File: src/shared/ldcfg_defines.svh
`ifndef LDCFG_DEFINES_SVH
`define LDCFG_DEFINES_SVH

// logical device numbers
`define LDN_PARALLEL 8'h03
`define LDN_UART_ONE 8'h04
`define LDN_UART_TWO 8'h05
`define LDN_KEYBOARD 8'h07

// register indexes
`define IDX_F0 8'hf0
`define IDX_F1 8'hf1
`define IDX_F2 8'hf2
`define IDX_KBD_RSVD_LO 8'hf1
`define IDX_KBD_RSVD_HI 8'hff

// reset values
`define RST_PP_MODE 8'h3c
`define RST_PP_MUX 8'h00
`define RST_UART_MODE 8'h00
`define RST_IR_OPTION 8'h02
`define RST_IR_TIMEOUT 8'h03
`define RST_KBD_GATE 8'h00

// implemented bits; the rest read zero
`define MSK_PP_MUX 8'h03
`define MSK_UART_ONE 8'h83
`define MSK_UART_TWO 8'h03
`define MSK_IR_OPTION 8'h7f
`define MSK_KBD_GATE 8'h84

// field positions
`define PP_MODE_LSB 0
`define PP_THR_LSB 3
`define PP_IRQ_TYPE_BIT 7
`define UART_MIDI_BIT 0
`define UART_HS_BIT 1
`define UART_SHARE_BIT 7
`define IR_RX_POL_BIT 0
`define IR_TX_POL_BIT 1
`define IR_DUPLEX_BIT 2
`define IR_MODE_LSB 3
`define IR_LOC_BIT 6
`define KBD_PORT92_BIT 2
`define KBD_AUX_POL_BIT 7

// parallel port modes and extended-control modes
`define PPM_SPP 3'h0
`define PPM_PRINTER 3'h4
`define PPM_ECP 3'h2
`define ECR_FIFO 3'h2
`define ECR_ECP 3'h3
`define ECR_TEST 3'h6

// timing
`define CLK_HZ 50000000
`define HD_STEP_US 100
`define HD_STEP_CYC ((`CLK_HZ / 1000000) * `HD_STEP_US)
`define PP_PULSE_CYC 4'h2

`endif

File: src/shared/ldcfg_pkg.sv
`default_nettype none
package ldcfg_pkg;
	typedef struct packed {
		logic [7:0] ldn;
		logic [7:0] index;
		logic [7:0] wdata;
		logic wr;
		logic rd;
	} reg_req_type;

	typedef struct packed {
		logic [2:0] pp_mode;
		logic [3:0] fifo_threshold;
		logic pp_irq_pulsed;
		logic one_drive_on_parallel;
		logic two_drives_on_parallel;
	} pp_cfg_type;

	typedef struct packed {
		logic midi_one;
		logic high_speed_one;
		logic midi_two;
		logic high_speed_two;
		logic [2:0] ir_mode;
		logic ir_half_duplex;
		logic port92_enable;
	} misc_cfg_type;

	typedef enum logic {PI_IDLE, PI_PULSE} pp_irq_state_type;
endpackage
`default_nettype wire

File: src/hdl/logical_device_config_regs.sv
// How it works
// - pp mode field bits 2:0 selects port mode, resets to printer 100
// - bits 6:3 hold ecp fifo threshold, reset 0111
// - interrupt type 1: low pulse, then line released to high impedance
// - interrupt type 0: interrupt follows acknowledge in epp or non-fifo ecp submodes
// - interrupt type 0 with ecp, test or fifo mode: level interrupt
// - interrupt type ignored in printer and standard modes
// - drive mux field routes floppy drives onto parallel pins
// - uart mode bit 0 enables midi, reset 0
// - uart mode bit 1 enables high speed, reset 0
// - first uart bit 7 selects shared interrupt
// - shared with two lines: both lines assert on either interrupt
// - ir bit 0 receive polarity, reset active high
// - ir bit 1 transmit polarity, reset active low
// - ir bit 2 selects half duplex, reset full
// - ir bits 5:3 select infrared mode, reset standard
// - ir bit 6 picks uart two pins or alternate infrared pins
// - half duplex timeout in 100 us steps, reset 3
// - timeout zero blanks only during activity; each count adds 100 us
// - keyboard bit 7 sets aux output polarity, reset active low
// - keyboard bit 2 enables port 92, reset 0
// - keyboard indexes f1 to ff read zero
// - only hard reset restores defaults; soft reset ignored
//
// Strobed register access was decided locally.
`include "ldcfg_defines.svh"
`default_nettype none
module logical_device_config_regs
	import ldcfg_pkg::*;
#(
	parameter int STEP_CYC = `HD_STEP_CYC
) (
	// clock, hard reset and soft reset
	input wire logic clk,
	input wire logic reset,
	input wire logic soft_reset,
	// register port
	input wire reg_req_type req,
	output logic [7:0] rdata,
	// static configuration
	output pp_cfg_type pp_cfg,
	output misc_cfg_type misc_cfg,
	// parallel port interrupt
	input wire logic [2:0] ecr_mode,
	input wire logic pp_irq_event,
	input wire logic pp_irq_level,
	input wire logic pp_ack_n,
	output logic pp_irq_out,
	output logic pp_irq_oe,
	// uart interrupts
	input wire logic uart_one_irq_req,
	input wire logic uart_two_irq_req,
	output logic uart_one_irq,
	output logic uart_two_irq,
	// infrared
	input wire logic ir_tx_data,
	input wire logic ir_active,
	input wire logic uart_two_receive_pin,
	input wire logic alt_infrared_receive_pin,
	output logic ir_rx_data,
	output logic uart_two_transmit_pin,
	output logic alt_infrared_transmit_pin,
	output logic ir_blank,
	// keyboard controller
	input wire logic kbc_aux_request,
	output logic kbc_aux_output_line
);

	logic [7:0] pp_mode_r, pp_mux_r, uart_one_r, uart_two_r;
	logic [7:0] ir_opt_r, ir_tmo_r, kbd_r;
	logic [7:0] rdata_r, rdata_nxt;
	pp_cfg_type pp_cfg_r;
	misc_cfg_type misc_cfg_r;

	////////////////////////////////////////////////////////////////////////
	// decode
	// decode per device
	wire logic sel_pp = req.ldn == `LDN_PARALLEL;
	wire logic sel_u1 = req.ldn == `LDN_UART_ONE;
	wire logic sel_u2 = req.ldn == `LDN_UART_TWO;
	wire logic sel_kb = req.ldn == `LDN_KEYBOARD;
	wire logic hit_pp_mode = sel_pp && req.index == `IDX_F0;
	wire logic hit_pp_mux = sel_pp && req.index == `IDX_F1;
	wire logic hit_u1 = sel_u1 && req.index == `IDX_F0;
	wire logic hit_u2 = sel_u2 && req.index == `IDX_F0;
	wire logic hit_ir_opt = sel_u2 && req.index == `IDX_F1;
	wire logic hit_ir_tmo = sel_u2 && req.index == `IDX_F2;
	wire logic hit_kbd = sel_kb && req.index == `IDX_F0;

	// reserved keyboard indexes and unmapped fall to zero
	assign rdata_nxt = !req.rd ? 8'h00 :
		hit_pp_mode ? pp_mode_r :
		hit_pp_mux ? pp_mux_r :
		hit_u1 ? uart_one_r :
		hit_u2 ? uart_two_r :
		hit_ir_opt ? ir_opt_r :
		hit_ir_tmo ? ir_tmo_r :
		hit_kbd ? kbd_r : 8'h00;

	////////////////////////////////////////////////////////////////////////
	// register file
	// soft reset deliberately unused; only the hard reset clears
	always_ff @(posedge clk) begin
		if (reset) begin
			pp_mode_r <= `RST_PP_MODE;
			pp_mux_r <= `RST_PP_MUX;
			uart_one_r <= `RST_UART_MODE;
			uart_two_r <= `RST_UART_MODE;
			ir_opt_r <= `RST_IR_OPTION;
			ir_tmo_r <= `RST_IR_TIMEOUT;
			kbd_r <= `RST_KBD_GATE;
			rdata_r <= 8'h00;
		end else begin
			rdata_r <= rdata_nxt;
			if (req.wr && hit_pp_mode)
				pp_mode_r <= req.wdata;
			if (req.wr && hit_pp_mux)
				pp_mux_r <= req.wdata & `MSK_PP_MUX;
			if (req.wr && hit_u1)
				uart_one_r <= req.wdata & `MSK_UART_ONE;
			if (req.wr && hit_u2)
				uart_two_r <= req.wdata & `MSK_UART_TWO;
			if (req.wr && hit_ir_opt)
				ir_opt_r <= req.wdata & `MSK_IR_OPTION;
			if (req.wr && hit_ir_tmo)
				ir_tmo_r <= req.wdata;
			if (req.wr && hit_kbd)
				kbd_r <= req.wdata & `MSK_KBD_GATE;
		end
	end

	////////////////////////////////////////////////////////////////////////
	// static fields
	pp_cfg_type pp_cfg_nxt;
	misc_cfg_type misc_cfg_nxt;
	assign pp_cfg_nxt.pp_mode = pp_mode_r[`PP_MODE_LSB +: 3];
	assign pp_cfg_nxt.fifo_threshold = pp_mode_r[`PP_THR_LSB +: 4];
	assign pp_cfg_nxt.pp_irq_pulsed = pp_mode_r[`PP_IRQ_TYPE_BIT];
	// drive mux decode; code 11 leaves the port normal
	assign pp_cfg_nxt.one_drive_on_parallel = pp_mux_r[1:0] == 2'h1;
	assign pp_cfg_nxt.two_drives_on_parallel = pp_mux_r[1:0] == 2'h2;
	assign misc_cfg_nxt.midi_one = uart_one_r[`UART_MIDI_BIT];
	assign misc_cfg_nxt.midi_two = uart_two_r[`UART_MIDI_BIT];
	assign misc_cfg_nxt.high_speed_one = uart_one_r[`UART_HS_BIT];
	assign misc_cfg_nxt.high_speed_two = uart_two_r[`UART_HS_BIT];
	assign misc_cfg_nxt.ir_mode = ir_opt_r[`IR_MODE_LSB +: 3];
	assign misc_cfg_nxt.ir_half_duplex = ir_opt_r[`IR_DUPLEX_BIT];
	assign misc_cfg_nxt.port92_enable = kbd_r[`KBD_PORT92_BIT];

	////////////////////////////////////////////////////////////////////////
	// parallel port interrupt pin
	pp_irq_state_type pi_state_r, pi_state_nxt;
	logic [3:0] pi_cnt_r;
	logic pp_irq_out_r, pp_irq_oe_r;
	wire logic [2:0] ppm = pp_mode_r[`PP_MODE_LSB +: 3];
	// type bit ignored in printer and standard modes
	wire logic type_valid = ppm != `PPM_PRINTER && ppm != `PPM_SPP;
	wire logic use_pulse = type_valid && pp_mode_r[`PP_IRQ_TYPE_BIT];
	wire logic ecp_family = ppm[1];
	// fifo, ecp and test modes give a level interrupt
	wire logic ecr_level = ecp_family &&
		(ecr_mode == `ECR_FIFO || ecr_mode == `ECR_ECP || ecr_mode == `ECR_TEST);
	wire logic pulse_done = pi_cnt_r == `PP_PULSE_CYC - 4'h1;

	always_comb begin
		pi_state_nxt = pi_state_r;
		case (pi_state_r)
			PI_IDLE: if (use_pulse && pp_irq_event) pi_state_nxt = PI_PULSE;
			PI_PULSE: if (pulse_done) pi_state_nxt = PI_IDLE;
			default: pi_state_nxt = PI_IDLE;
		endcase
	end

	always_ff @(posedge clk) begin
		if (reset) begin
			pi_state_r <= PI_IDLE;
			pi_cnt_r <= 4'h0;
			pp_irq_out_r <= 1'b1;
			pp_irq_oe_r <= 1'b0;
		end else begin
			pi_state_r <= pi_state_nxt;
			pi_cnt_r <= (pi_state_r == PI_PULSE) ? pi_cnt_r + 4'h1 : 4'h0;
			if (use_pulse) begin
				pp_irq_out_r <= 1'b0;
				pp_irq_oe_r <= pi_state_nxt == PI_PULSE;
			end else if (ecr_level) begin
				pp_irq_out_r <= pp_irq_level;
				pp_irq_oe_r <= 1'b1;
			end else begin
				pp_irq_out_r <= pp_ack_n;
				pp_irq_oe_r <= 1'b1;
			end
		end
	end

	////////////////////////////////////////////////////////////////////////
	// uart interrupt sharing
	// share bit merges the two requests
	// both lines assert; software keeps one unassigned
	wire logic share = uart_one_r[`UART_SHARE_BIT];
	wire logic any_uart = uart_one_irq_req || uart_two_irq_req;
	logic uart_one_irq_r, uart_two_irq_r;

	////////////////////////////////////////////////////////////////////////
	// infrared routing and polarity
	// location mux
	wire logic ir_alt = ir_opt_r[`IR_LOC_BIT];
	wire logic rx_pin = ir_alt ? alt_infrared_receive_pin : uart_two_receive_pin;
	wire logic rx_val = rx_pin ^ ir_opt_r[`IR_RX_POL_BIT];
	// transmit polarity; idle pin rests at its inactive level
	wire logic tx_pol = ir_opt_r[`IR_TX_POL_BIT];
	wire logic tx_val = ir_tx_data ^ tx_pol;
	logic ir_rx_r, u2_tx_r, alt_tx_r;

	////////////////////////////////////////////////////////////////////////
	// half duplex blanking
	// hold counter is 8 bits of 100 us steps; long waits use a parameter
	logic [7:0] hd_left_r;
	logic [15:0] hd_sub_r;
	logic ir_blank_r;
	wire logic step_end = hd_sub_r == 16'(STEP_CYC - 1);
	wire logic half = ir_opt_r[`IR_DUPLEX_BIT];

	always_ff @(posedge clk) begin
		if (reset) begin
			hd_left_r <= 8'h00;
			hd_sub_r <= 16'h0000;
			ir_blank_r <= 1'b0;
		end else begin
			// reload the timeout after each active cycle
			if (ir_active) begin
				hd_left_r <= ir_tmo_r;
				hd_sub_r <= 16'h0000;
			end else if (hd_left_r != 8'h00) begin
				hd_sub_r <= step_end ? 16'h0000 : hd_sub_r + 16'h0001;
				if (step_end)
					hd_left_r <= hd_left_r - 8'h01;
			end
			ir_blank_r <= half && (ir_active || hd_left_r != 8'h00);
		end
	end

	////////////////////////////////////////////////////////////////////////
	// output flops
	logic kbc_aux_r;
	// fields reset to the register's own reset so no false mode shows at release
	localparam logic [7:0] PP_RST = `RST_PP_MODE;
	localparam pp_cfg_type PP_CFG_RST = {PP_RST[2:0], PP_RST[6:3], PP_RST[7], 2'b00};
	always_ff @(posedge clk) begin
		if (reset) begin
			pp_cfg_r <= PP_CFG_RST;
			misc_cfg_r <= '0;
			uart_one_irq_r <= 1'b0;
			uart_two_irq_r <= 1'b0;
			ir_rx_r <= 1'b0;
			u2_tx_r <= 1'b0;
			alt_tx_r <= 1'b0;
			kbc_aux_r <= 1'b1;
		end else begin
			pp_cfg_r <= pp_cfg_nxt;
			misc_cfg_r <= misc_cfg_nxt;
			uart_one_irq_r <= share ? any_uart : uart_one_irq_req;
			uart_two_irq_r <= share ? any_uart : uart_two_irq_req;
			ir_rx_r <= rx_val;
			u2_tx_r <= ir_alt ? tx_pol : tx_val;
			alt_tx_r <= ir_alt ? tx_val : tx_pol;
			kbc_aux_r <= kbd_r[`KBD_AUX_POL_BIT] ? kbc_aux_request : !kbc_aux_request;
		end
	end

	assign rdata = rdata_r;
	assign pp_cfg = pp_cfg_r;
	assign misc_cfg = misc_cfg_r;
	assign pp_irq_out = pp_irq_out_r;
	assign pp_irq_oe = pp_irq_oe_r;
	assign uart_one_irq = uart_one_irq_r;
	assign uart_two_irq = uart_two_irq_r;
	assign ir_rx_data = ir_rx_r;
	assign uart_two_transmit_pin = u2_tx_r;
	assign alt_infrared_transmit_pin = alt_tx_r;
	assign ir_blank = ir_blank_r;
	assign kbc_aux_output_line = kbc_aux_r;

	////////////////////////////////////////////////////////////////////////
	// checks
	AST_PP_MODE_FIELD: assert property (@(posedge clk) disable iff (reset)
		pp_cfg.pp_mode == $past(pp_mode_r[2:0])) else $error("mode field wrong");
	AST_READ_BACK: assert property (@(posedge clk) disable iff (reset)
		req.wr && hit_u1 ##1 req.rd && hit_u1 |=> rdata == ($past(req.wdata, 2) & 8'h83))
		else $error("uart one readback wrong");
	AST_KBD_RSVD: assert property (@(posedge clk) disable iff (reset)
		req.rd && sel_kb && req.index >= 8'hf1 |=> rdata == 8'h00)
		else $error("reserved read not zero");
	AST_PULSE_RELEASE: assert property (@(posedge clk) disable iff (reset)
		$rose(pp_irq_oe) && use_pulse |-> !pp_irq_out ##2 !pp_irq_oe)
		else $error("pulse not released");
	AST_ACK_FOLLOW: assert property (@(posedge clk) disable iff (reset)
		!use_pulse && !ecr_level && !$past(use_pulse) |=> pp_irq_oe && pp_irq_out == $past(pp_ack_n))
		else $error("interrupt not following ack");
	AST_SHARE_BOTH: assert property (@(posedge clk) disable iff (reset)
		share && uart_two_irq_req |=> uart_one_irq && uart_two_irq)
		else $error("shared interrupt not on both");
	AST_AUX_POL: assert property (@(posedge clk) disable iff (reset)
		!kbd_r[7] && kbc_aux_request |=> !kbc_aux_output_line)
		else $error("aux polarity wrong");
	AST_BLANK_ZERO: assert property (@(posedge clk) disable iff (reset)
		half && ir_tmo_r == 8'h00 && $fell(ir_active) ##1 !ir_active |=> !ir_blank)
		else $error("blank outlasted activity");
	AST_FULL_NO_BLANK: assert property (@(posedge clk) disable iff (reset)
		!half |=> !ir_blank) else $error("blank in full duplex");
	AST_MODE_WRITE: assert property (@(posedge clk) disable iff (reset)
		req.wr && hit_pp_mode |=> pp_mode_r == $past(req.wdata))
		else $error("mode register not written");
	AST_THRESHOLD: assert property (@(posedge clk) disable iff (reset)
		pp_cfg.fifo_threshold == $past(pp_mode_r[6:3]))
		else $error("threshold field wrong");
	AST_PULSE_LOW: assert property (@(posedge clk) disable iff (reset)
		use_pulse |=> !pp_irq_out)
		else $error("pulse level not low");
	AST_LEVEL_IRQ: assert property (@(posedge clk) disable iff (reset)
		!use_pulse && ecr_level |=> pp_irq_oe && pp_irq_out == $past(pp_irq_level))
		else $error("level interrupt wrong");
	AST_TYPE_IGNORED: assert property (@(posedge clk) disable iff (reset)
		!type_valid |=> pp_irq_oe)
		else $error("type bit not ignored");
	AST_MUX_ONE: assert property (@(posedge clk) disable iff (reset)
		pp_mux_r[1:0] == 2'h1 |=> pp_cfg.one_drive_on_parallel && !pp_cfg.two_drives_on_parallel)
		else $error("one drive mux wrong");
	AST_MUX_TWO: assert property (@(posedge clk) disable iff (reset)
		pp_mux_r[1:0] == 2'h2 |=> pp_cfg.two_drives_on_parallel && !pp_cfg.one_drive_on_parallel)
		else $error("two drive mux wrong");
	AST_MIDI: assert property (@(posedge clk) disable iff (reset)
		misc_cfg.midi_one == $past(uart_one_r[0]) && misc_cfg.midi_two == $past(uart_two_r[0]))
		else $error("midi enable wrong");
	AST_HIGH_SPEED: assert property (@(posedge clk) disable iff (reset)
		misc_cfg.high_speed_one == $past(uart_one_r[1]) &&
		misc_cfg.high_speed_two == $past(uart_two_r[1])) else $error("high speed enable wrong");
	AST_SHARE_OFF: assert property (@(posedge clk) disable iff (reset)
		!share |=> uart_one_irq == $past(uart_one_irq_req) && uart_two_irq == $past(uart_two_irq_req))
		else $error("separate interrupts wrong");
	AST_RX_POL: assert property (@(posedge clk) disable iff (reset)
		!ir_alt && !ir_opt_r[0] |=> ir_rx_data == $past(uart_two_receive_pin))
		else $error("receive polarity wrong");
	AST_TX_IDLE: assert property (@(posedge clk) disable iff (reset)
		!ir_alt |=> alt_infrared_transmit_pin == $past(ir_opt_r[1]))
		else $error("unused transmit pin not idle");
	AST_HALF_FLAG: assert property (@(posedge clk) disable iff (reset)
		misc_cfg.ir_half_duplex == $past(ir_opt_r[2]))
		else $error("duplex flag wrong");
	AST_IR_MODE: assert property (@(posedge clk) disable iff (reset)
		misc_cfg.ir_mode == $past(ir_opt_r[5:3]))
		else $error("infrared mode wrong");
	AST_ALT_TX: assert property (@(posedge clk) disable iff (reset)
		ir_alt && !ir_opt_r[1] |=> alt_infrared_transmit_pin == $past(ir_tx_data))
		else $error("alternate transmit wrong");
	AST_BLANK_HOLD: assert property (@(posedge clk) disable iff (reset)
		half && $fell(ir_active) && ir_tmo_r != 8'h00 |=> ir_blank)
		else $error("blank dropped early");
	AST_AUX_HIGH: assert property (@(posedge clk) disable iff (reset)
		kbd_r[7] && kbc_aux_request |=> kbc_aux_output_line)
		else $error("aux high polarity wrong");
	AST_PORT92: assert property (@(posedge clk) disable iff (reset)
		misc_cfg.port92_enable == $past(kbd_r[2]))
		else $error("port 92 enable wrong");
	AST_SOFT_KEEP: assert property (@(posedge clk) disable iff (reset)
		soft_reset && !req.wr |=> $stable(pp_mode_r) && $stable(kbd_r) && $stable(ir_opt_r))
		else $error("soft reset changed a register");
endmodule
`default_nettype wire

File: config.mk
export PLATFORM = sky130hd
export DESIGN_NAME = logical_device_config_regs
export DESIGN_NICKNAME = d
export VERILOG_FILES = /design/src/shared/ldcfg_pkg.sv /design/src/hdl/logical_device_config_regs.sv
export VERILOG_INCLUDE_DIRS = /design/src /design/src/shared
export SDC_FILE = /design/constraint.sdc
export NUM_CORES = 1
export LEC_CHECK = 0
export BUFFER_PORTS_ARGS = -buffer_cell sky130_fd_sc_hd__buf_2
export CAP_MARGIN = 20
export CELL_PAD_IN_SITES_DETAIL_PLACEMENT = 2
export CELL_PAD_IN_SITES_GLOBAL_PLACEMENT = 2
export CORE_MARGIN = 1
export CORE_UTILIZATION = 33
export CTS_CLUSTER_SIZE = 8
export DETAILED_ROUTE_END_ITERATION = 12
export HOLD_SLACK_MARGIN = 0.12
export PLACE_DENSITY = 0.77
export SLEW_MARGIN = 20
export SYNTH_ARGS = -nofsm -noshare
export SYNTH_HDL_FRONTEND = slang
export SYNTH_SLANG_ARGS = --single-unit
export TNS_END_PERCENT = 5
File: constraint.sdc
create_clock -name clk -period 2.55 [get_ports clk]
set_input_delay 0.1275 -clock clk [delete_from_list [all_inputs] [get_ports clk]]
set_output_delay 0.1275 -clock clk [all_outputs]
set_load 0.03 [all_outputs]
# Word-level counts from Yosys, hierarchy flattened
# Index checks and enable logic that the tools add are counted.
# word_totals
reg_bits	97
input_bits	42
out_inout_bits	36
wordCells	110
# op_classes
n_addsub	3
n_eq_ne	15
muxes	23
bitwise	4
n_reduce_logical	32
# ops
operator	count
2-to-1 mux 8 bit	10
equality test 8 x 3 -> 1 bit (second input constant)	3
equality test 8 bit (second input constant)	3
logical AND 1 bit	19
adder 16 x 1 -> 16 bit (second input constant)	1
equality test 16 x 13 -> 1 bit (second input constant)	1
2-to-1 mux 16 bit	1
2-to-1 mux 1 bit	11
equality test 8 x 2 -> 1 bit (second input constant)	1
nonzero test 8 bit	1
subtractor 8 x 1 -> 8 bit (second input constant)	1
equality test 3 x 2 -> 1 bit (second input constant)	2
OR reduction 2 bit	3
adder 4 x 1 -> 4 bit (second input constant)	1
equality test 4 x 1 -> 1 bit (second input constant)	1
logical OR 1 bit	4
nonzero test 2 bit	2
equality test 3 bit (second input constant)	1
!= test 3 bit (second input constant)	1
nonzero test 3 bit	1
equality test 2 x 1 -> 1 bit (second input constant)	1
equality test 2 bit (second input constant)	1
inverter 1 bit	2
case mux 1 bit (2 select lines)	1
other kinds (3)	4

# Logic depth before layout (Yosys ltp)
# Gate-level depths: netlist of the first run.
# logic_depth
depth_word	9
ltp_mapped	8
mapped_depth_nobuf	7

# Worst setup path after synthesis of the first run
# No wires, ideal clock.
# synth_timing
path_kind	register to register
startpoint	register hd_left_r[0]
endpoint	register hd_left_r[5]
setup_ns	0.115
arrival_ns	1.735
required_time_ns	2.435
path_slack_ns	0.700
stages_incl_launch_ff	9
path_buffers	1
period_less_slack_ns	1.850
path_cell_list	dfxtp_1 > inv_1 > ha_1 > or3b_2 > nor2_1 > buf_2 > nor4_1 > xor2_1 > o21a_1
# synth_between
elab_chain_cells	4
elab_cells_between_ends	7
classes_between	add/sub (1); mux (3); reduce/logical (3)
# synth_rtl
item	line	source
from (decl)	logical_device_config_regs.sv:218	logic [7:0] hd_left_r;
from (signal assigned)	logical_device_config_regs.sv:232	hd_left_r <= ir_tmo_r;
from (signal assigned)	logical_device_config_regs.sv:237	hd_left_r <= hd_left_r - 8'h01;
subtractor 8 x 1 -> 8 bit	logical_device_config_regs.sv:237	
2-to-1 mux 8 bit	logical_device_config_regs.sv:236	if (step_end)
2-to-1 mux 8 bit	logical_device_config_regs.sv:234	end else if (hd_left_r != 8'h00) begin
2-to-1 mux 8 bit	logical_device_config_regs.sv:231	if (ir_active) begin
# Parallel ways exist; a longest one is shown, timed or not. The select of a mux whose other input is x is not followed.
# A chain may end at the register's enable or synchronous reset.

# Worst setup path after layout of the first run
# layout_timing
startpoint	register hd_left_r[0]
endpoint	register hd_left_r[2]
# The elaborated chain is that of the path after synthesis.

==> impl_metrics.json, run 1 <==
{
  "cts_sinks": 97,
  "crit_type": "reg2reg",
  "drt-wirelength-per-cell_um": 16.9,
  "numCtsBuffers": 9,
  "clk_latency_ps": 350,
  "required_ps": 2780,
  "cp-end-kind": "flip-flop",
  "synth_top_area_share_pct": 47.1,
  "slew_viol_final": 0,
  "cts-root-buf": "clkbuf_16",
  "finClkSkew_ps": 9.94,
  "avgSynthCellArea_um2": 8.90,
  "worstReg2RegEnd": "hd_left_r[2]",
  "final_cell_mix": "dfxtp_1 (97), buf_2 (76), nand2_1 (48)",
  "port_buffers": 76,
  "die_w_um": 114,
  "crit_family": "simple AND/OR/NAND/NOR gates",
  "rsz0062_at_grt": "no",
  "power_density_nw_per_um2": 629,
  "gp_congestion": 0.751,
  "worstSetupStartpointType": "flip-flop",
  "reg2reg_slack_ps": 430,
  "yosysUniqueCellTypes": 51,
  "initialDrtViolationCount": 142,
  "initial_core_util_pct": 34.0,
  "hpwl_mm": 8.51,
  "place_ws_ps": 397,
  "crit_path_max_incr_delay_ps": 490,
  "cpMaxStageDelayCell": "or3b_2",
  "cts_tree": "done",
  "min_path_type": "in2reg",
  "cp_num_buf_inv": 2,
  "slew_headroom_pct": 46.8,
  "final_common_cell": "dfxtp_1",
  "synth_area_leaders": "dfxtp_1 (47%), a21oi_1 (4.9%), nand2_1 (4.4%)",
  "timing.fmax_ghz": 0.471,
  "ant_nets": 0,
  "vias": 3640,
  "place_inst": 692,
  "path_clk_slew_ps": 60,
  "cp_max_fo": 7,
  "ys_async_sr_fraction_pct": 0,
  "grt_overflow": 0,
  "n_antenna_cell": 0,
  "finalSetupViolations": 0,
  "grt_max_degree": 42,
  "grt_pass1_vias": 4012,
  "synth_top_cell_by_area": "dfxtp_1",
  "drt_wl_total_mm": 12.2,
  "fp-row-count": 40,
  "syn2layout_area_growth_pct": 24.0,
  "crit_arrival_ps": 2360,
  "synth_edf_count": 0,
  "synthesis.nets": 509,
  "crit_start": "hd_left_r[0]",
  "fin_ws_ps": 428,
  "syn_area_um2": 4120,
  "grt.total_usage_pct": 20.5,
  "finalCritPeriodShare_pct": 83.2,
  "core_um2": 12100,
  "synth_cells": 463,
  "cts_max_level": 3,
  "synth-seq-cells": 97,
  "drive_gt1_share_pct": 21.2,
  "die_h_um": 114,
  "rr_startpoint": "hd_left_r[0]",
  "vias_per_cell": 5.05,
  "irDropWorstVdd_uv": 248,
  "r2r_cells": 8,
  "synth_ff_type": "dfxtp_1",
  "leakage_nw": 2.00,
  "ys_seq_area_share_pct": 47.1,
  "final-hold-violation-count": 0,
  "path_depth": 8,
  "yosysWarnings": 0,
  "max_cap_violations": 0,
  "drcViolationCount": 0,
  "antenna_found_initial": 0,
  "placed_area_um2": 4650,
  "fin_cells": 721,
  "min_period_ps": 2120,
  "first_pass_iters": 4,
  "fin_area_um2": 5110,
  "cp_cell_sequence": "inv_1, ha_1, or3b_2, nor2_1, buf_4, nor3_1, or3_1, and3_1",
  "status": "finished, final reports clean",
  "io_pins": 78,
  "fin_nets": 595,
  "worstMarginPinSlew_ps": 798,
  "setup_tns_ps": 0,
  "whs_ps": 149,
  "crit_end": "hd_left_r[2]",
  "dieArea_um2": 12900,
  "cts_max_path_buffers": 2,
  "grt_pass1_wl_mm": 20.5
}
## logic make-up (layout without fill, tap and decap cells)
| kind of cell | Yosys count | count (layout) | synth area share (%) |
|---|---|---|---|
| AOI/OAI and AO/OA | 78 | 78 | 11.4 |
| xor gates and xnor gates | 24 | 24 | 5.10 |
| adders and majority gates | 4 | 4 | 1.21 |
| buffers and inverters | 36 | 126 | 4.10 |
| DFF | 97 | 97 | 47.1 |
| muxes | 13 | 13 | 3.16 |
| and+or+nand+nor | 211 | 211 | 27.8 |
## state kept, by name (all words and copies together), names as in the netlist, 3 cells and up
| name | count |
|---|---|
| hd_sub_r | 16 |
| pp_cfg | 10 |
| misc_cfg | 9 |
| hd_left_r | 8 |
| ir_tmo_r | 8 |
| pp_mode_r | 8 |
| rdata | 8 |
| ir_opt_r | 7 |
| pi_cnt_r | 4 |
| uart_one_r | 3 |
## final cells by class
type,instances,area [um2]
clock buffers,10,239
clock inverters,5,80.1
well taps,168,210
repair buffers,98,581
fillers,1362,7000
flip-flops and latches,97,1940
multi-input cells,330,2010
inverters,13,48.8
## worst min-delay path, cell delays in order
cell	delay [ps]
buf_2	160
nand3_1	90
a21oi_1	60
## metrics by stage
step	power, mW	util [%]
3_5_place_dp	1.77	38.4
3_3_place_gp	1.76	38.4
5_1_grt	3.33	42.2
6_report	3.22	42.2
2_1_floorplan	1.69	-
4_1_cts	3.26	42.2
## cells in the mapped netlist (all sizes together), types with 9 or more instances
cell    count
clkbuf     12
nand3      23
xnor2      13
mux2i      13
nor2       39
inv        13
nand2      48
and3        9
buf        11
o21ai      13
nor2b      18
dfxtp      97
nor3       22
xor2       11
a21oi      40
## timing repair
action	4_1_cts	5_1_grt
setup buffers	0	0
gates resized for setup	0	0
hold buffers	14	0
endpoints found under the hold margin	21	0
## power breakdown
part | switching [mW] | total (mW) | internal, mW
Combinational | 0.129 | 0.215 | 0.0854
Sequential | 0.00967 | 1.54 | 1.53
Clock | 0.581 | 1.46 | 0.879
## layer usage
metal  wire [um]  vias up  track usage (%)
li1            -     1778                -
met1        5440     1773             25.2
met2        6080       72             35.9
met3         418       17             3.13
met4         217        0             7.81
met5           0        -                0
## worst min path at each step
stage | start | endpoint | slack [ps] | depth (start not counted)
after floorplan | uart_one_irq_req | uart_one_irq | 240 | 2
after CTS | req[3] | pp_mode_r[1] | 150 | 3
after global routing | req[3] | ir_opt_r[1] | 160 | 3
after global placement | kbc_aux_request | kbc_aux_output_line | 350 | 3
final | req[3] | pp_mode_r[1] | 150 | 3
after detailed placement | kbc_aux_request | kbc_aux_output_line | 360 | 3
(Power assumes the default switching activity.)
==> run 2, diff against run 1 <==
CORE_UTILIZATION = 30   (was 33)
PLACE_DENSITY = 0.74   (was 0.77)
clock period = 1.9 ns   (was 2.55 ns; I/O delays follow)
==> run 2 against run 1 <==
Effect of this change: setup slack lost 420 ps; sequential power rose by 34%; total power up 31%; non-clock buffer count increased by 26; critical endpoint is now hd_left_r[7]; largest cell class unchanged; largest power group unchanged.
==> impl_metrics.json, run 2 (synthesis results as in run 1) <==
{
  "hpwl_mm": 9.07,
  "regArea_um2": 1940,
  "n_antenna_cell": 0,
  "drt-wirelength-per-cell_um": 16.6,
  "cts_max_level": 3,
  "final-hold-violation-count": 0,
  "min_path_type": "in2reg",
  "max_cap_violations": 0,
  "slew_headroom_pct": 66.5,
  "die_h_um": 119,
  "cts_sinks": 97,
  "gp_congestion": 0.784,
  "hold_end": "ir_rx_data",
  "drcViolationCount": 0,
  "place_ws_ps": -75.4,
  "clk_latency_ps": 350,
  "finClkSkew_ps": 8.19,
  "worstSetupStartpointType": "flip-flop",
  "grt_overflow": 0,
  "hold_path_depth": 4,
  "first_pass_iters": 4,
  "p_seq_share_pct": 49.2,
  "leakage_nw": 2.15,
  "cts_max_path_buffers": 2,
  "port_buffers": 76,
  "fill_cells": 1486,
  "status": "finished, final reports clean",
  "path_clk_slew_ps": 70,
  "grt_pass1_vias": 4094,
  "switchingPower_mw": 1.06,
  "final_cell_mix": "dfxtp_1 (97), buf_2 (77), nand2_1 (48)",
  "multiInputGateArea_um2": 2060,
  "power_density_nw_per_um2": 781,
  "vias_per_cell": 4.96,
  "largest_reg_flops": 16,
  "dieArea_um2": 14200,
  "syn2layout_area_growth_pct": 30.5,
  "fp-row-count": 42,
  "final_common_cell": "dfxtp_1",
  "antenna_found_initial": 0,
  "min_period_ps": 1890,
  "power_mw": 4.20,
  "cp_max_fo": 5,
  "rr_startpoint": "hd_left_r[4]",
  "grt_max_degree": 50,
  "cts-root-buf": "clkbuf_16",
  "finalSetupViolations": 0,
  "drive_gt1_share_pct": 25.9,
  "finalCritPeriodShare_pct": 99.7,
  "numCtsBuffers": 9,
  "required_ps": 2150,
  "cp-end-kind": "flip-flop",
  "worstMarginPinSlew_ps": 503,
  "io_pins": 78,
  "vias": 3753,
  "r2r_cells": 5,
  "p_clk_share_pct": 43.0,
  "initialDrtViolationCount": 127,
  "slew_viol_final": 0,
  "crit_arrival_ps": 2140,
  "initial_core_util_pct": 31.0,
  "die_w_um": 119,
  "rsz0062_at_grt": "yes",
  "netSwitchingFraction_pct": 25.2,
  "combPwrFrac_pct": 7.8,
  "grt_pass1_wl_mm": 20.7,
  "worstHoldStart": "alt_infrared_receive_pin",
  "core_um2": 13300,
  "fin_nets": 621,
  "fin_ws_ps": 5.66,
  "grt.total_usage_pct": 18.6,
  "crit_type": "reg2reg",
  "reg2reg_slack_ps": 6,
  "p_int_mw": 3.14,
  "cts_tree": "done",
  "drt_wl_total_mm": 12.5,
  "timing.fmax_ghz": 0.528,
  "worstReg2RegEnd": "hd_left_r[7]",
  "irDropWorstVdd_uv": 474,
  "top_register": "hd_sub_r",
  "ant_nets": 0
}
## run 2: changes by cell type in the layout (fill, tap and decap cells not counted), sizes merged
cell,change
buf,+24
inv,+3
dlygate4sd3,+2
clkinvlp,-1
bufinv,-2
clkinv,+1
## run 2: area by class of cell
type / instances / area share (%)
Clock inverter: 6 / 0.931
Sequential cell: 97 / 36.1
Clock buffer: 10 / 4.45
Timing Repair Buffer: 124 / 15.2
Tap cell: 176 / 4.10
Inverter: 13 / 0.908
Multi-Input combinational cell: 330 / 38.3
## run 2: per-stage QoR
step / area (um2) / util (%) / TNS, ps / hold WS (ps) / instances
2_1_floorplan: 4120 / - / 0 / 212 / 463
3_3_place_gp: 4870 / 36.6 / 0 / 316 / 723
3_5_place_dp: 4870 / 36.6 / -375 / 334 / 723
4_1_cts: 5340 / 40.1 / 0 / 122 / 755
5_1_grt: 5380 / 40.4 / -624 / 136 / 756
6_report: 5380 / 40.4 / 0 / 119 / 756
## run 2: routing by layer
metal | vias up | track usage, % | wire (um)
met1 | 1839 | 23.2 | 5760
met5 | - | 0 | 0
met4 | 0 | 7.52 | 244
li1 | 1830 | - | -
met2 | 68 | 31.8 | 6160
met3 | 16 | 2.83 | 379
## run 2: power groups by stage
stage / registers, mW / clock network (mW) / logic (mW)
after floorplan: 2.13 / 0 / 0.135
after global placement: 2.11 / 0 / 0.283
after detailed placement: 2.11 / 0 / 0.293
after CTS: 2.07 / 1.87 / 0.324
after global routing: 2.07 / 1.94 / 0.360
final: 2.07 / 1.80 / 0.329
## run 2: worst max-delay path by stage
stage,start,to,cells after the start
6_report,hd_left_r[4],hd_left_r[7],5
3_5_place_dp,hd_left_r[1],hd_left_r[6],8
3_3_place_gp,hd_left_r[1],hd_left_r[2],7
5_1_grt,hd_left_r[1],hd_sub_r[7],8
2_1_floorplan,hd_left_r[0],hd_left_r[5],8
4_1_cts,hd_sub_r[1],hd_left_r[5],7
## run 2: repair_timing
| item | CTS | global route |
|---|---|---|
| hold buffers | 16 | 0 |
| setup endpoints to repair | 21 | 17 |
| setup buffers | 0 | 0 |
| endpoints found under the hold margin | 29 | 0 |
| gates cloned | 0 | 1 |
| resized for setup | 4 | 7 |
## run 2: critical path, cell delays in order, from the launching register on
cell and delay [ps]:
dfxtp_1 350, or4_4 580, or4_4 440, nor3_2 160, xor2_1 100, o21a_1 170
==> run 3, diff against run 2 <==
CORE_UTILIZATION = 24   (was 30)
PLACE_DENSITY = 0.61   (was 0.74)
==> run 3 against run 2 <==
Effect of this change: sequential share of layout area down 0.98 points; hold slack better by 46 ps; clock skew decreased by 1.4 ps; first-iteration DRC count grew 7.9%; die area increased by 25%; combinational power up 5%; register-to-register slack improved by 20 ps; wire length increased by 0.11%; non-clock buffer count increased by 9; critical path depth unchanged; final cell count grew 7.0%; largest power group unchanged.
==> impl_metrics.json, run 3 (synthesis results as in run 1) <==
{
  "finalCritPeriodShare_pct": 98.7,
  "top_register": "hd_sub_r",
  "port_buffers": 76,
  "cts_max_path_buffers": 2,
  "grt_max_degree": 58,
  "slew_viol_final": 0,
  "vias_per_cell": 4.62,
  "cts_sinks": 97,
  "first_pass_iters": 4,
  "fp-row-count": 47,
  "required_ps": 2160,
  "die_h_um": 133,
  "cpMaxStageDelayCell": "or4_4",
  "cp_cell_sequence": "or4_4, or4_1, nor3_2, xor2_1, o21a_1",
  "grt_pass1_wl_mm": 20.9,
  "r2r_cells": 5,
  "hold_end": "pp_cfg[8]",
  "status": "finished, final reports clean",
  "worstHoldStart": "reset",
  "final_common_cell": "dfxtp_1",
  "vias": 3737,
  "crit_type": "reg2reg",
  "power_density_nw_per_um2": 781,
  "timing.fmax_ghz": 0.533,
  "initial_core_util_pct": 24.7,
  "grt_overflow": 0,
  "regArea_um2": 1940,
  "final_cell_mix": "dfxtp_1 (95), buf_2 (76), nand2_1 (48)",
  "fin_nets": 630,
  "clk_latency_ps": 360,
  "worstMarginPinSlew_ps": 442,
  "syn2layout_area_growth_pct": 34.3,
  "die_w_um": 133,
  "fill_cells": 1919,
  "drcViolationCount": 0,
  "cts_tree": "done",
  "drt-wirelength-per-cell_um": 15.5,
  "cts-root-buf": "clkbuf_16",
  "path_clk_slew_ps": 70,
  "grt_pass1_vias": 4000,
  "finalSetupViolations": 0,
  "drive_gt1_share_pct": 27.0,
  "worstReg2RegEnd": "hd_left_r[7]",
  "numCtsBuffers": 9,
  "cts_max_level": 3,
  "drt_wl_total_mm": 12.6,
  "gp_congestion": 0.766,
  "n_antenna_cell": 0,
  "crit_path_max_incr_delay_ps": 590,
  "slew_headroom_pct": 70.5,
  "min_path_type": "in2reg",
  "reg2reg_slack_ps": 30,
  "dieArea_um2": 17700,
  "leakage_nw": 2.18,
  "worstSetupStartpointType": "flip-flop",
  "min_period_ps": 1870,
  "antenna_found_initial": 0,
  "final-hold-violation-count": 0,
  "hpwl_mm": 9.03,
  "setup_tns_ps": 0,
  "power_mw": 4.32,
  "irDropWorstVdd_uv": 425,
  "rr_startpoint": "hd_left_r[3]",
  "io_pins": 78,
  "largest_reg_flops": 16,
  "hold_path_depth": 2,
  "cp_max_fo": 5,
  "rsz0062_at_grt": "yes",
  "crit_start": "hd_left_r[3]",
  "crit_arrival_ps": 2130,
  "initialDrtViolationCount": 137,
  "max_cap_violations": 0,
  "grt.total_usage_pct": 15.2,
  "finClkSkew_ps": 6.81,
  "ant_nets": 0,
  "cp-end-kind": "flip-flop",
  "multiInputGateArea_um2": 2060,
  "core_um2": 16700
}
[run 3: changes by cell type in the layout (fill, tap and decap cells not counted), sizes merged]
| cell | change |
|---|---|
| inv | +1 |
| bufinv | +1 |
| clkinv | -2 |
| buf | +7 |
| dlygate4sd3 | +2 |
[run 3: power by group]
group / internal (mW) / switching [mW] / total (mW)
sequential: 2.05 / 0.0114 / 2.06
combinational: 0.157 / 0.188 / 0.345
clock: 1.04 / 0.866 / 1.91
[run 3: stage by stage]
stage          instances  area, um2  setup WS [ps]  hold WS (ps)  util [%]
5_1_grt              809       5530          -80.4           209      33.1
2_1_floorplan        463       4120           49.9           212         -
3_5_place_dp         772       4960           -138           328      29.7
3_3_place_gp         772       4960          -37.3           324      29.7
6_report             809       5530           25.4           165      33.1
4_1_cts              807       5480          -27.0           162      32.8
[run 3: cell type report]
| cell class | count | area share [%] |
|---|---|---|
| Timing Repair Buffer | 133 | 16.2 |
| Multi-Input combinational cell | 330 | 37.3 |
| Clock buffer | 10 | 4.14 |
| Sequential cell | 97 | 35.2 |
| Inverter | 13 | 0.882 |
| Clock inverter | 6 | 1.31 |
| Tap cell | 220 | 4.98 |
[run 3: repair_timing]
item	4_1_cts	5_1_grt
gates cloned	1	0
endpoints found under the hold margin	31	0
hold buffers	18	0
setup endpoints to repair	13	16
buffers inserted	0	2
pin swaps	1	4
resized for setup	9	9
[run 3: layer usage]
layer  global-route usage (%)  part of all wire (%)
met1                     20.1                    48
met2                     24.3                    48
met3                     2.64                   3.0
met4                     6.19                   1.6
met5                        0                     0
[run 3: worst max-delay path: cells and delay by family (launching register included)]
kind | cells | cell delay [ps]
AND/OR/NAND/NOR | 3 | 1190
XOR/XNOR | 1 | 100
flip-flops | 1 | 320
AO/OA/AOI/OAI | 1 | 170
[run 3: worst max-delay path by stage]
stage	end	slack, ps	cells after the start
after floorplan	hd_left_r[5]	50	8
after global placement	hd_sub_r[15]	-40	9
after detailed placement	hd_sub_r[7]	-140	9
after CTS	hd_sub_r[7]	-30	9
after global routing	hd_left_r[7]	-80	5
final	hd_left_r[7]	30	5
